===== config.mk =====
export PLATFORM = sky130hd
export DESIGN_NAME = wit_watchdog
export DESIGN_NICKNAME = d
export VERILOG_FILES = /design/src/design/wit_pkg.sv /design/src/design/wit_watchdog.sv
export SDC_FILE = /design/constraint.sdc
export NUM_CORES = 1
export LEC_CHECK = 0
export ABC_CLOCK_PERIOD_IN_PS = 2270
export BUFFER_PORTS_ARGS = -buffer_cell sky130_fd_sc_hd__buf_2
export CAP_MARGIN = 20
export CORE_UTILIZATION = 53
export DETAILED_ROUTE_END_ITERATION = 7
export GPL_ROUTABILITY_DRIVEN = 0
export PLACE_DENSITY = 0.82
export SLEW_MARGIN = 0
export SYNTH_ARGS = -nofsm -noshare
export SYNTH_HDL_FRONTEND = slang
export SYNTH_SLANG_ARGS = --single-unit

===== constraint.sdc =====
create_clock -name pclk -period 2.27 [get_ports pclk]
set_clock_uncertainty 0.2 [all_clocks]
set_input_delay 0 -clock pclk [delete_from_list [all_inputs] [get_ports pclk]]
set_output_delay 0 -clock pclk [all_outputs]
set_load 0.01 [all_outputs]

===== src/design/wit_pkg.sv =====
// Constants, field layouts and carrier types of the watchdog interval timer
package wit_pkg;

    // ************************************************************
    // Bus geometry
    // ************************************************************
    localparam int unsigned ADDR_W = 12;
    localparam int unsigned DATA_W = 32;

    // Register indices; byte address is four times the index
    localparam logic [7:0] IDX_CTRL_WR = 8'hA8;  // word write: count or control
    localparam logic [7:0] IDX_CTRL_RD = 8'hA8;  // control/status read
    localparam logic [7:0] IDX_CNT_RD  = 8'hA9;  // count read
    localparam logic [7:0] IDX_RSTC_WR = 8'hAA;  // word write: reset control
    localparam logic [7:0] IDX_RSTC_RD = 8'hAB;  // reset control read

    // ************************************************************
    // Password bytes
    // ************************************************************
    localparam logic [7:0] PW_COUNT = 8'h5A;
    localparam logic [7:0] PW_CTRL  = 8'hA5;
    localparam logic [7:0] PW_CLEAR = 8'hA5;
    localparam logic [7:0] PW_OE    = 8'h5A;
    localparam logic [7:0] CLR_DATA = 8'h00;

    // ************************************************************
    // Field positions
    // ************************************************************
    localparam int unsigned CTRL_OVF_BIT  = 7;
    localparam int unsigned CTRL_MODE_BIT = 6;
    localparam int unsigned CTRL_RUN_BIT  = 5;
    localparam int unsigned CTRL_CKS_LSB  = 0;
    localparam int unsigned RSTC_FLAG_BIT = 7;
    localparam int unsigned RSTC_OE_BIT   = 6;
    localparam logic [1:0] CTRL_RSVD      = 2'h3;
    localparam logic [5:0] RSTC_RSVD      = 6'h3F;

    // ************************************************************
    // Reset values
    // ************************************************************
    localparam logic [7:0] CNT_RESET  = 8'h00;
    localparam logic [7:0] CNT_MAX    = 8'hFF;
    localparam logic [2:0] CKS_RESET  = 3'h0;

    // ************************************************************
    // Timing, in system clock states
    // ************************************************************
    localparam int unsigned CHIP_RST_STATES = 518;
    localparam int unsigned PIN_RST_STATES  = 132;
    localparam logic [9:0]  CHIP_RST_CYC    = 10'(CHIP_RST_STATES);
    localparam logic [7:0]  PIN_RST_CYC     = 8'(PIN_RST_STATES);

    // ************************************************************
    // Prescaler
    // ************************************************************
    localparam int unsigned PS_W = 12;

    typedef struct packed {
        logic       mode;   // 1 = watchdog, 0 = interval
        logic       run;
        logic [2:0] cks;
    } wit_ctrl_s;

    // Low prescaler bits that must all be one for a tick
    function automatic logic [PS_W-1:0] wit_ps_mask(input logic [2:0] cks);
        logic [PS_W-1:0] m;
        m = 12'h001;
        unique case (cks)
            3'h0: m = 12'h001;  // /2
            3'h1: m = 12'h01F;  // /32
            3'h2: m = 12'h03F;  // /64
            3'h3: m = 12'h07F;  // /128
            3'h4: m = 12'h0FF;  // /256
            3'h5: m = 12'h1FF;  // /512
            3'h6: m = 12'h7FF;  // /2048
            3'h7: m = 12'hFFF;  // /4096
        endcase
        return m;
    endfunction : wit_ps_mask

endpackage : wit_pkg


===== src/design/wit_watchdog.sv =====
// Watchdog / interval timer with password-protected APB registers
//
// What this block does
// - Watchdog mode needs mode-select and run both set
// - Watchdog overflow holds chip reset 518 states
// - Reset-out pin low 132 states when enabled
// - Output-enable bit gates the reset-out pulse
// - Reset flag tells watchdog from pin reset
// - Simultaneous pin and watchdog reset: pin wins
// - Interval mode overflow requests interrupt, no reset
// - Overflow sets flag with reset or interrupt
// - Reset flag set only on watchdog-mode overflow
// - Internal reset clears overflow, keeps reset flag
// - Interval interrupt follows the overflow flag
// - Counter write beats a coinciding increment
// - Counter counts up, wraps, zero while stopped
// - Clock select picks one of eight dividers
// - Count/control writes need word and password
// - Reset-control writes need word and password
`timescale 1ns/1ps
module wit_watchdog
    import wit_pkg::*;
(
    // Clock, reset, enable
    input  wire logic                      pclk,
    input  wire logic                      presetn,
    input  wire logic                      clk_en,
    // APB slave
    input  wire logic                      psel,
    input  wire logic                      penable,
    input  wire logic                      pwrite,
    input  wire logic [wit_pkg::ADDR_W-1:0] paddr,
    input  wire logic [wit_pkg::DATA_W-1:0] pwdata,
    input  wire logic [3:0]                pstrb,
    output logic      [wit_pkg::DATA_W-1:0] prdata,
    output logic                           pready,
    output logic                           pslverr,
    // Reset and interrupt outputs
    output logic                           watchdog_chip_reset,
    output logic                           reset_out_pin_n,
    output logic                           interval_interrupt
);
    import wit_pkg::*;

    // ************************************************************
    // State
    // ************************************************************
    logic [7:0]      timer_count_q;
    wit_ctrl_s       ctrl_q;
    logic            overflow_flag_q;
    logic            ovf_seen_q;
    logic            watchdog_reset_flag_q;
    logic            reset_output_enable_q;
    logic [PS_W-1:0] presc_q;
    logic            chip_rst_q;
    logic [9:0]      chip_cnt_q;
    logic            pin_rst_q;
    logic [7:0]      pin_cnt_q;
    logic [7:0]      rd_data_q;
    logic            rd_valid_q;

    // ************************************************************
    // Bus decode
    // ************************************************************
    logic       access;
    logic       wr_acc;
    logic       rd_acc;
    logic [7:0] idx;
    logic       word_wr;
    logic [7:0] pw;
    logic [7:0] wdata;
    logic       mapped;

    assign pready  = clk_en && rd_valid_q;
    assign access  = psel && penable && pready;
    assign wr_acc  = access && pwrite;
    assign rd_acc  = access && !pwrite;
    assign idx     = (paddr[ADDR_W-1:2] <= 10'(8'hFF)) ? paddr[9:2] : 8'h00;
    assign mapped  = (paddr[ADDR_W-1:10] == 2'h0) && (paddr[1:0] == 2'h0)
                     && (idx >= IDX_CTRL_WR) && (idx <= IDX_RSTC_RD);
    // Both low byte lanes must be written: byte writes are refused
    assign word_wr = wr_acc && mapped && (pstrb[1:0] == 2'h3);
    assign pw      = pwdata[15:8];
    assign wdata   = pwdata[7:0];
    assign pslverr = psel && penable && !mapped;

    logic wr_count;
    logic wr_ctrl;
    logic wr_clear;
    logic wr_oe;

    assign wr_count = word_wr && (idx == IDX_CTRL_WR) && (pw == PW_COUNT);
    assign wr_ctrl  = word_wr && (idx == IDX_CTRL_WR) && (pw == PW_CTRL);
    assign wr_clear = word_wr && (idx == IDX_RSTC_WR) && (pw == PW_CLEAR)
                      && (wdata == CLR_DATA);
    assign wr_oe    = word_wr && (idx == IDX_RSTC_WR) && (pw == PW_OE);

    // ************************************************************
    // Prescaler and tick
    // ************************************************************
    logic tick;

    // Free-running, so a divider change mid-count gives a short first period
    always_ff @(posedge pclk or negedge presetn)
    begin
        if (!presetn)
            presc_q <= '0;
        else if (clk_en)
            presc_q <= presc_q + 12'h001;
    end

    assign tick = ((presc_q & wit_ps_mask(ctrl_q.cks)) ==
                   wit_ps_mask(ctrl_q.cks));

    // ************************************************************
    // Overflow event
    // ************************************************************
    logic overflow;
    logic wd_mode;
    logic wd_event;

    assign wd_mode  = ctrl_q.mode && ctrl_q.run;
    assign overflow = ctrl_q.run && tick && !wr_count
                      && (timer_count_q == CNT_MAX) && !chip_rst_q;
    assign wd_event = overflow && wd_mode;

    // ************************************************************
    // Counter
    // ************************************************************
    always_ff @(posedge pclk or negedge presetn)
    begin
        if (!presetn)
            timer_count_q <= CNT_RESET;
        else if (clk_en)
        begin
            if (chip_rst_q || !ctrl_q.run)
                timer_count_q <= CNT_RESET;
            else if (wr_count)
                timer_count_q <= wdata;
            else if (tick)
                timer_count_q <= timer_count_q + 8'h01;
        end
    end

    // ************************************************************
    // Control bits
    // ************************************************************
    // Held in reset while the internal watchdog reset is active
    always_ff @(posedge pclk or negedge presetn)
    begin
        if (!presetn)
        begin
            ctrl_q.mode <= 1'b0;
            ctrl_q.run  <= 1'b0;
            ctrl_q.cks  <= CKS_RESET;
        end
        else if (clk_en)
        begin
            if (chip_rst_q)
            begin
                ctrl_q.mode <= 1'b0;
                ctrl_q.run  <= 1'b0;
                ctrl_q.cks  <= CKS_RESET;
            end
            else if (wr_ctrl)
            begin
                ctrl_q.mode <= wdata[CTRL_MODE_BIT];
                ctrl_q.run  <= wdata[CTRL_RUN_BIT];
                ctrl_q.cks  <= wdata[CTRL_CKS_LSB +: 3];
            end
        end
    end

    // ************************************************************
    // Overflow flag
    // ************************************************************
    // Clearing needs a read that saw the flag set, then a zero write
    always_ff @(posedge pclk or negedge presetn)
    begin
        if (!presetn)
            ovf_seen_q <= 1'b0;
        else if (clk_en)
        begin
            if (chip_rst_q || !overflow_flag_q)
                ovf_seen_q <= 1'b0;
            else if (rd_acc && (idx == IDX_CTRL_RD) && rd_data_q[CTRL_OVF_BIT])
                ovf_seen_q <= 1'b1;
        end
    end

    always_ff @(posedge pclk or negedge presetn)
    begin
        if (!presetn)
            overflow_flag_q <= 1'b0;
        else if (clk_en)
        begin
            if (chip_rst_q)
                overflow_flag_q <= 1'b0;
            else if (overflow)
                overflow_flag_q <= 1'b1;
            else if (wr_ctrl && ovf_seen_q && !wdata[CTRL_OVF_BIT])
                overflow_flag_q <= 1'b0;
        end
    end

    // ************************************************************
    // Reset control register
    // ************************************************************
    // Of the resets only the reset pin clears these; a watchdog reset leaves them
    always_ff @(posedge pclk or negedge presetn)
    begin
        if (!presetn)
            watchdog_reset_flag_q <= 1'b0;
        else if (clk_en)
        begin
            if (wd_event)
                watchdog_reset_flag_q <= 1'b1;
            else if (wr_clear)
                watchdog_reset_flag_q <= 1'b0;
        end
    end

    always_ff @(posedge pclk or negedge presetn)
    begin
        if (!presetn)
            reset_output_enable_q <= 1'b0;
        else if (clk_en && wr_oe)
            reset_output_enable_q <= wdata[RSTC_OE_BIT];
    end

    // ************************************************************
    // Internal chip reset pulse
    // ************************************************************
    always_ff @(posedge pclk or negedge presetn)
    begin
        if (!presetn)
        begin
            chip_rst_q <= 1'b0;
            chip_cnt_q <= '0;
        end
        else if (clk_en)
        begin
            if (wd_event)
            begin
                chip_rst_q <= 1'b1;
                chip_cnt_q <= CHIP_RST_CYC - 10'h001;
            end
            else if (chip_rst_q)
            begin
                if (chip_cnt_q == 10'h000)
                    chip_rst_q <= 1'b0;
                else
                    chip_cnt_q <= chip_cnt_q - 10'h001;
            end
        end
    end

    // ************************************************************
    // External reset pin pulse
    // ************************************************************
    always_ff @(posedge pclk or negedge presetn)
    begin
        if (!presetn)
        begin
            pin_rst_q <= 1'b0;
            pin_cnt_q <= '0;
        end
        else if (clk_en)
        begin
            if (wd_event && reset_output_enable_q)
            begin
                pin_rst_q <= 1'b1;
                pin_cnt_q <= PIN_RST_CYC - 8'h01;
            end
            else if (pin_rst_q)
            begin
                if (pin_cnt_q == 8'h00)
                    pin_rst_q <= 1'b0;
                else
                    pin_cnt_q <= pin_cnt_q - 8'h01;
            end
        end
    end

    assign watchdog_chip_reset = chip_rst_q;
    assign reset_out_pin_n     = !pin_rst_q;

    // ************************************************************
    // Interval interrupt
    // ************************************************************
    // Level request; drops when software clears the overflow flag
    assign interval_interrupt = overflow_flag_q && !ctrl_q.mode;

    // ************************************************************
    // Read data
    // ************************************************************
    logic [7:0] rd_byte;

    always_comb
    begin
        rd_byte = 8'h00;
        if (!pwrite && mapped)
        begin
            unique case (idx)
                IDX_CTRL_RD:
                    rd_byte = {overflow_flag_q, ctrl_q.mode, ctrl_q.run,
                               CTRL_RSVD, ctrl_q.cks};
                IDX_CNT_RD:
                    rd_byte = timer_count_q;
                IDX_RSTC_RD:
                    rd_byte = {watchdog_reset_flag_q, reset_output_enable_q,
                               RSTC_RSVD};
                default:
                    rd_byte = 8'h00;
            endcase
        end
    end

    // Captured in the setup cycle so read data leaves a flop;
    // a frozen setup edge costs one wait state, never stale data
    always_ff @(posedge pclk or negedge presetn)
    begin
        if (!presetn)
        begin
            rd_data_q  <= 8'h00;
            rd_valid_q <= 1'b0;
        end
        else if (clk_en)
        begin
            if (access)
            begin
                rd_data_q  <= 8'h00;
                rd_valid_q <= 1'b0;
            end
            else if (psel && !rd_valid_q)
            begin
                rd_data_q  <= rd_byte;
                rd_valid_q <= 1'b1;
            end
        end
    end

    assign prdata = {24'h000000, rd_data_q};

endmodule : wit_watchdog


# After elaboration in Yosys (flattened, before gate mapping)
# Memory sizes are Yosys's and may differ from the RTL's.
# Index checks and enable logic that the tools add are counted.
dict set report word_totals {
  input_bits 54
  reg_bits 58
  elab_cells 133
  output_inout_bits 37
  mem_count 2
  rom_bits 176
}
# name depth width rd rd_clocked_by_memory_dff wr line_no
set mem_list {}
lappend mem_list {{(no name shown)} 8 11 1 0 0 wit_pkg.sv:68} ;# unique case (cks)
lappend mem_list {{(no name shown)} 8 11 1 0 0 wit_pkg.sv:68}
dict set report op_classes {
  n_mux 31
  n_lt_le_gt_ge 3
  reduce_logical 66
  eq_ne 11
  bitwise_logic 1
  addsub 4
}
# operator n
set op_table {}
lappend op_table {{two-way mux 8 bit} 10}
lappend op_table {{equality test 8 bit (second input constant)} 6}
lappend op_table {{logical AND 1 bit} 33}
lappend op_table {{two-way mux 10 bit} 3}
lappend op_table {{one-hot mux 8 bit (3 select lines)} 1}
lappend op_table {{logical NOT 8 bit} 2}
lappend op_table {{two-way mux 1 bit} 15}
lappend op_table {{adder 12 x 1 -> 12 bit (second input constant)} 1}
lappend op_table {{AND 12 bit} 1}
lappend op_table {{equality test 12 bit} 1}
lappend op_table {{AND reduction 2 bit} 6}
lappend op_table {{nonzero test 2 bit} 6}
lappend op_table {{less-or-equal comparator 10 x 8 -> 1 bit (second input constant)} 1}
lappend op_table {{logical NOT 1 bit} 10}
lappend op_table {{logical NOT 10 bit} 1}
lappend op_table {{two-way mux 5 bit} 2}
lappend op_table {{subtractor 10 x 1 -> 10 bit (second input constant)} 1}
lappend op_table {{adder 8 x 1 -> 8 bit (second input constant)} 1}
lappend op_table {{equality test 8 x 7 -> 1 bit (second input constant)} 1}
lappend op_table {{greater-or-equal comparator 8 bit (second input constant)} 1}
lappend op_table {{less-or-equal comparator 8 bit (second input constant)} 1}
lappend op_table {{subtractor 8 x 1 -> 8 bit (second input constant)} 1}
lappend op_table {{AND reduction 3 bit} 2}
lappend op_table {{nonzero test 3 bit} 2}
lappend op_table {{other kinds (4)} 7}

# Longest topological paths before layout
dict set report logic_depth {
  ltp_word 17
  ltp_mapped 8
  mapped_depth_nobuf 7
}

# Least setup slack after synthesis
# No wires, ideal clock.
dict set report synth_path {
  path_kind {register to register}
  start {reg chip_cnt_q[4]}
  end {reg chip_cnt_q[9]}
  required_ps 1947
  period_less_slack_ps 1959
  path_slack_ps 311
  arrival_time_ps 1636
  stages_incl_launch_ff 7
  setup_ps 123
  cell_sequence {dfrtp_1 -> or4_1 -> and4bb_2 -> nor3_1 -> nand3b_1 -> xor2_1 -> nand2_1}
}
dict set report synth_via {
  elab_chain_len 4
}
# element line_no
set synth_rtl {}
lappend synth_rtl {{start: declaration} wit_watchdog.sv:56} ;# logic [9:0] chip_cnt_q;
lappend synth_rtl {{start signal: assignment} wit_watchdog.sv:246} ;# chip_cnt_q <= CHIP_RST_CYC - 10'h001;
lappend synth_rtl {{start signal: assignment} wit_watchdog.sv:253} ;# chip_cnt_q <= chip_cnt_q - 10'h001;
lappend synth_rtl {{subtractor 10 x 1 -> 10 bit} wit_watchdog.sv:253}
lappend synth_rtl {{two-way mux 10 bit} wit_watchdog.sv:250} ;# if (chip_cnt_q == 10'h000)
lappend synth_rtl {{two-way mux 10 bit} wit_watchdog.sv:248} ;# else if (chip_rst_q)
lappend synth_rtl {{two-way mux 10 bit} wit_watchdog.sv:243} ;# if (wd_event)
# Parallel ways exist; a longest one is shown, timed or not. The select of a mux whose other input is x is not followed.
# A chain may end at the register's enable or synchronous reset.

# Final worst setup path
dict set report layout_path {
  start {reg ctrl_q[1] (netlist bit)}
  end {reg rd_data_q[1]}
}
dict set report layout_via {
  elab_chain_len 4
}
# element line_no
set layout_rtl {}
lappend layout_rtl {{start: declaration} wit_watchdog.sv:49} ;# wit_ctrl_s ctrl_q;
lappend layout_rtl {{one-hot mux 8 bit (3 select lines)} wit_watchdog.sv:304} ;# unique case (idx)
lappend layout_rtl {{two-way mux 8 bit} wit_watchdog.sv:302} ;# if (!pwrite && mapped)
lappend layout_rtl {{two-way mux 8 bit} wit_watchdog.sv:335} ;# else if (psel && !rd_valid_q)
lappend layout_rtl {{two-way mux 8 bit} wit_watchdog.sv:330} ;# if (access)
lappend layout_rtl {{end signal: assignment} wit_watchdog.sv:337} ;# rd_data_q <= rd_byte;
lappend layout_rtl {{end: declaration} wit_watchdog.sv:59} ;# logic [7:0] rd_data_q;
# Every way passes these cells. The select of a mux whose other input is x is not followed.

==> summary.md <==
| Metric | Value |
|---|---|
| Vias in the first global route | a little over 3000 |
| Mapped Cells | between 300 and 400 |
| Post-layout min period | ~2.2 ns |
| Post-Place Setup Slack | around 0.093 ns |
| R2r setup slk | ~0.066 ns |
| Arrival time of the worst setup path | 2.24 ns |
| Critical path required time | around 2.3 ns |
| Final Instance Area | approximately 4200 um2 |
| Setup crit end | rd_data_q[1] |
| PortBufs | 48 |
| Synth Flop Type | dfrtp_1 |
| Root Driver | clkbuf_8 |
| Clock Sinks | 58 |
| Tot Pwr | roughly 2800 uW |
| Yosys cell types | 59 |
| Worst setup margin | 0.0656 ns |
| Fin crit share | between 90% and 100% |
| Comb power frac | between 10% and 20% |
| Commonest non-fill, non-tap cell in the layout | dfrtp_1 |
| H-tree Lvls | 3 |
| Mapped cell area | 3450 um2 |
| Ys async rst share | 100% |
| P&R area growth vs syn | 21.5% |
| Core area | 6310 um2 |
| Antenna cell count | 0 |
| Fraction of layout cells with a size suffix above 1 | between 20% and 30% |
| TritonCTS clock tree | done |
| Switch Pwr | 810 uW |
| CP startpoint | ctrl_q[1] |
| DR vias | ~3100 |
| Area of the multi-input gates | ~1800 um2 |
| Initial core utilization | between 50% and 60% |
| Final Setup Violations | 0 |
| Slew Limit Fails | 0 |
| Clock Tree Buf Depth | 2 |
| CTS buffer count | 9 |
| Hpwl dp | slightly below 6000 um |
| Sequential power share | approximately 47% |
| EDFF count, synth | 0 |
| Critical Path Sink Type | flip-flop |
| Status | finished, final reports clean |
| CP max FO | 6 |
| Leakage power | roughly 0.002 uW |
| Sequential share of the synthesized area | a little over two fifths |
| Max cap viols | 0 |
| Die width | ~83 um |
| Synthesized area per cell | about 9.6 um2 |
| DRC viols | 0 |
| Clk pwr share | approximately 35% |
| Switching power share of the total | between 20% and 30% |
| First-pass GRT wire length | 13600 um |
| Worst setup SP type | flip-flop |
| Die height | roughly 83 um |
| Initial antenna violation count | 0 |
| Net count, final | slightly above 500 |
| RR Endpoint | rd_data_q[1] |
| Layout Utilization | between 60% and 70% |
| Avg WL per Cell | 15.9 um |
| Clock-pin slew on the worst setup and hold paths | 0.07 ns |
| Die Area | 6850 um2 |
| Largest net degree at the start of global routing | 38 |
| Routed Antenna Nets | 0 |
| Worst Tran Pin Value | 0.863 ns |
| All-Layer GR Usage | a little over a quarter |
| Peak VDD IR | between 0.0005 and 0.0006 V |
| Drt total wl | 8420 um |
| R2r worst-path depth | 6 |
| Total area of sequential cells | 1450 um2 |
| Cell Int Power | between 1500 and 2000 uW |
| Origin of the critical flop-to-flop path | ctrl_q[1] |
| Seq cells post-synth | a little under 60 |
| Post-Route Setup TNS | 0 ns |
| Gr ovfl total | 0 |
| RSZ-0062 raised after global routing | true |
| Crit Path Class | reg -> reg |
| Clk_lat worst skew | roughly 0.34 ns |
| Slew headroom | between 40% and 50% |
| FP Rows | 29 |
| Number of I/O pins | 91 |
| Final hold vios | 0 |
| Commonest non-fill, non-tap cells in the layout | dfrtp_1, buf_2, nor2_1, nand2_1, conb_1 |
| Ratio of routed vias to standard cells | roughly 5.8 |
| Fill cells | between 400 and 500 |
| PD cells | around 670 nW/um2 |
| Drt first pass iters | 5 |
| DRT iter0 DRCs | 290 |
| Synth warnings | 0 |
| Fmax | between 0.4 and 0.5 GHz |
| Startpoint of the worst hold path | paddr[0] |
| Post-DP Area | ~3700 um2 |
| Worst Hold Class | in -> reg |
[power groups by stage]
| stage | logic (uW) | clock network [uW] | registers [uW] |
|---|---|---|---|
| final | 505 | 992 | 1300 |
| after detailed placement | 459 | 0 | 1320 |
| after CTS | 491 | 994 | 1300 |
| after floorplan | 364 | 0 | 1290 |
| after global placement | 439 | 0 | 1310 |
| after global routing | 578 | 1040 | 1330 |
[worst min-delay path by stage]
stage	end	slack [ns]	cells past startpoint
after global placement	chip_cnt_q[5]	-0.05	1
after global routing	ctrl_q[4]	0.08	5
final	reset_output_enable_q	0.03	5
after CTS	ovf_seen_q	0.01	5
after detailed placement	chip_cnt_q[8]	-0.04	1
after floorplan	chip_cnt_q[0]	-0.50	0
[per-layer routing]
metal	vias to the layer above	global-route usage [%]	part of all wire, %
met4	0	14.7	3.4
met1	1474	31.8	41
li1	1422	-	-
met3	30	4.95	6.9
met5	-	0	0
met2	150	45.3	49
[kinds of logic (layout without fill, tap and decap cells)]
kind of cell,after synthesis,in the layout,synth area share (%)
fa+ha+maj,5,5,1.81
other cells,1,24,0.109
xor+xnor,24,24,6.08
buf+inv,50,117,8.51
simple gates,149,149,24.7
compound gates,65,65,14.0
mux,9,9,2.75
flops,58,58,42.0
[state kept, by name (all words and copies together) (netlist names)]
name,flops
presc_q,12
chip_cnt_q,10
pin_cnt_q,8
rd_data_q,8
timer_count_q,8
ctrl_q,5
overflow_flag_q,1
ovf_seen_q,1
pin_rst_q,1
rd_valid_q,1
reset_output_enable_q,1
watchdog_chip_reset,1
watchdog_reset_flag_q,1
[layout make-up]
cell class,instances,area share [%]
multi-input combinational,276,43.3
sequential,58,34.6
timing repair buffer,84,13.4
clock buffer,13,4.02
tap,77,2.30
inverter,18,1.61
clock inverter,2,0.835
[critical path: stages (launching register included)]
cell and delay (ns):
dfrtp_2 0.43, inv_1 0.12, nor2_1 0.06, o22ai_1 0.11, dlygate4sd3_1 0.55, o21ai_0 0.07
dlygate4sd3_1 0.56
[metrics by stage]
step                      std cells  hold slack [ns]
after detailed placement        490          -0.0446
after floorplan                 384           -0.496
after global placement          490          -0.0548
final                           528           0.0261
after CTS                       524           0.0140
after global routing            528           0.0810
[synthesized netlist by cell type (4+ instances only)]
master,instances,area share (%)
a21oi_1,4,0.58
mux2i_1,5,1.4
a22oi_1,9,2.0
nand4_1,10,1.8
dfrtp_1,58,42
nand3_1,17,2.5
xor2_1,10,2.5
buf_4,26,5.7
inv_1,18,2.0
o22ai_1,8,1.4
xnor2_1,14,3.5
nor3_1,5,0.72
nand2b_1,6,1.1
nand2_1,31,3.4
clkbuf_1,4,0.43
nand3b_1,4,0.87
mux2_2,4,1.3
o311ai_1,6,1.5
nor2_1,34,3.7
o21ai_0,14,2.0
ha_1,5,1.8
and3_1,6,1.1
o211ai_1,8,1.7
[repair_timing]
| action | 4_1_cts | 5_1_grt |
|---|---|---|
| hold buffers | 19 | 0 |
| setup buffers | 0 | 4 |
| setup endpoints to repair | 0 | 28 |
| hold endpoints to repair | 63 | 0 |
| resized for setup | 0 | 10 |
(Power assumes the default switching activity.)
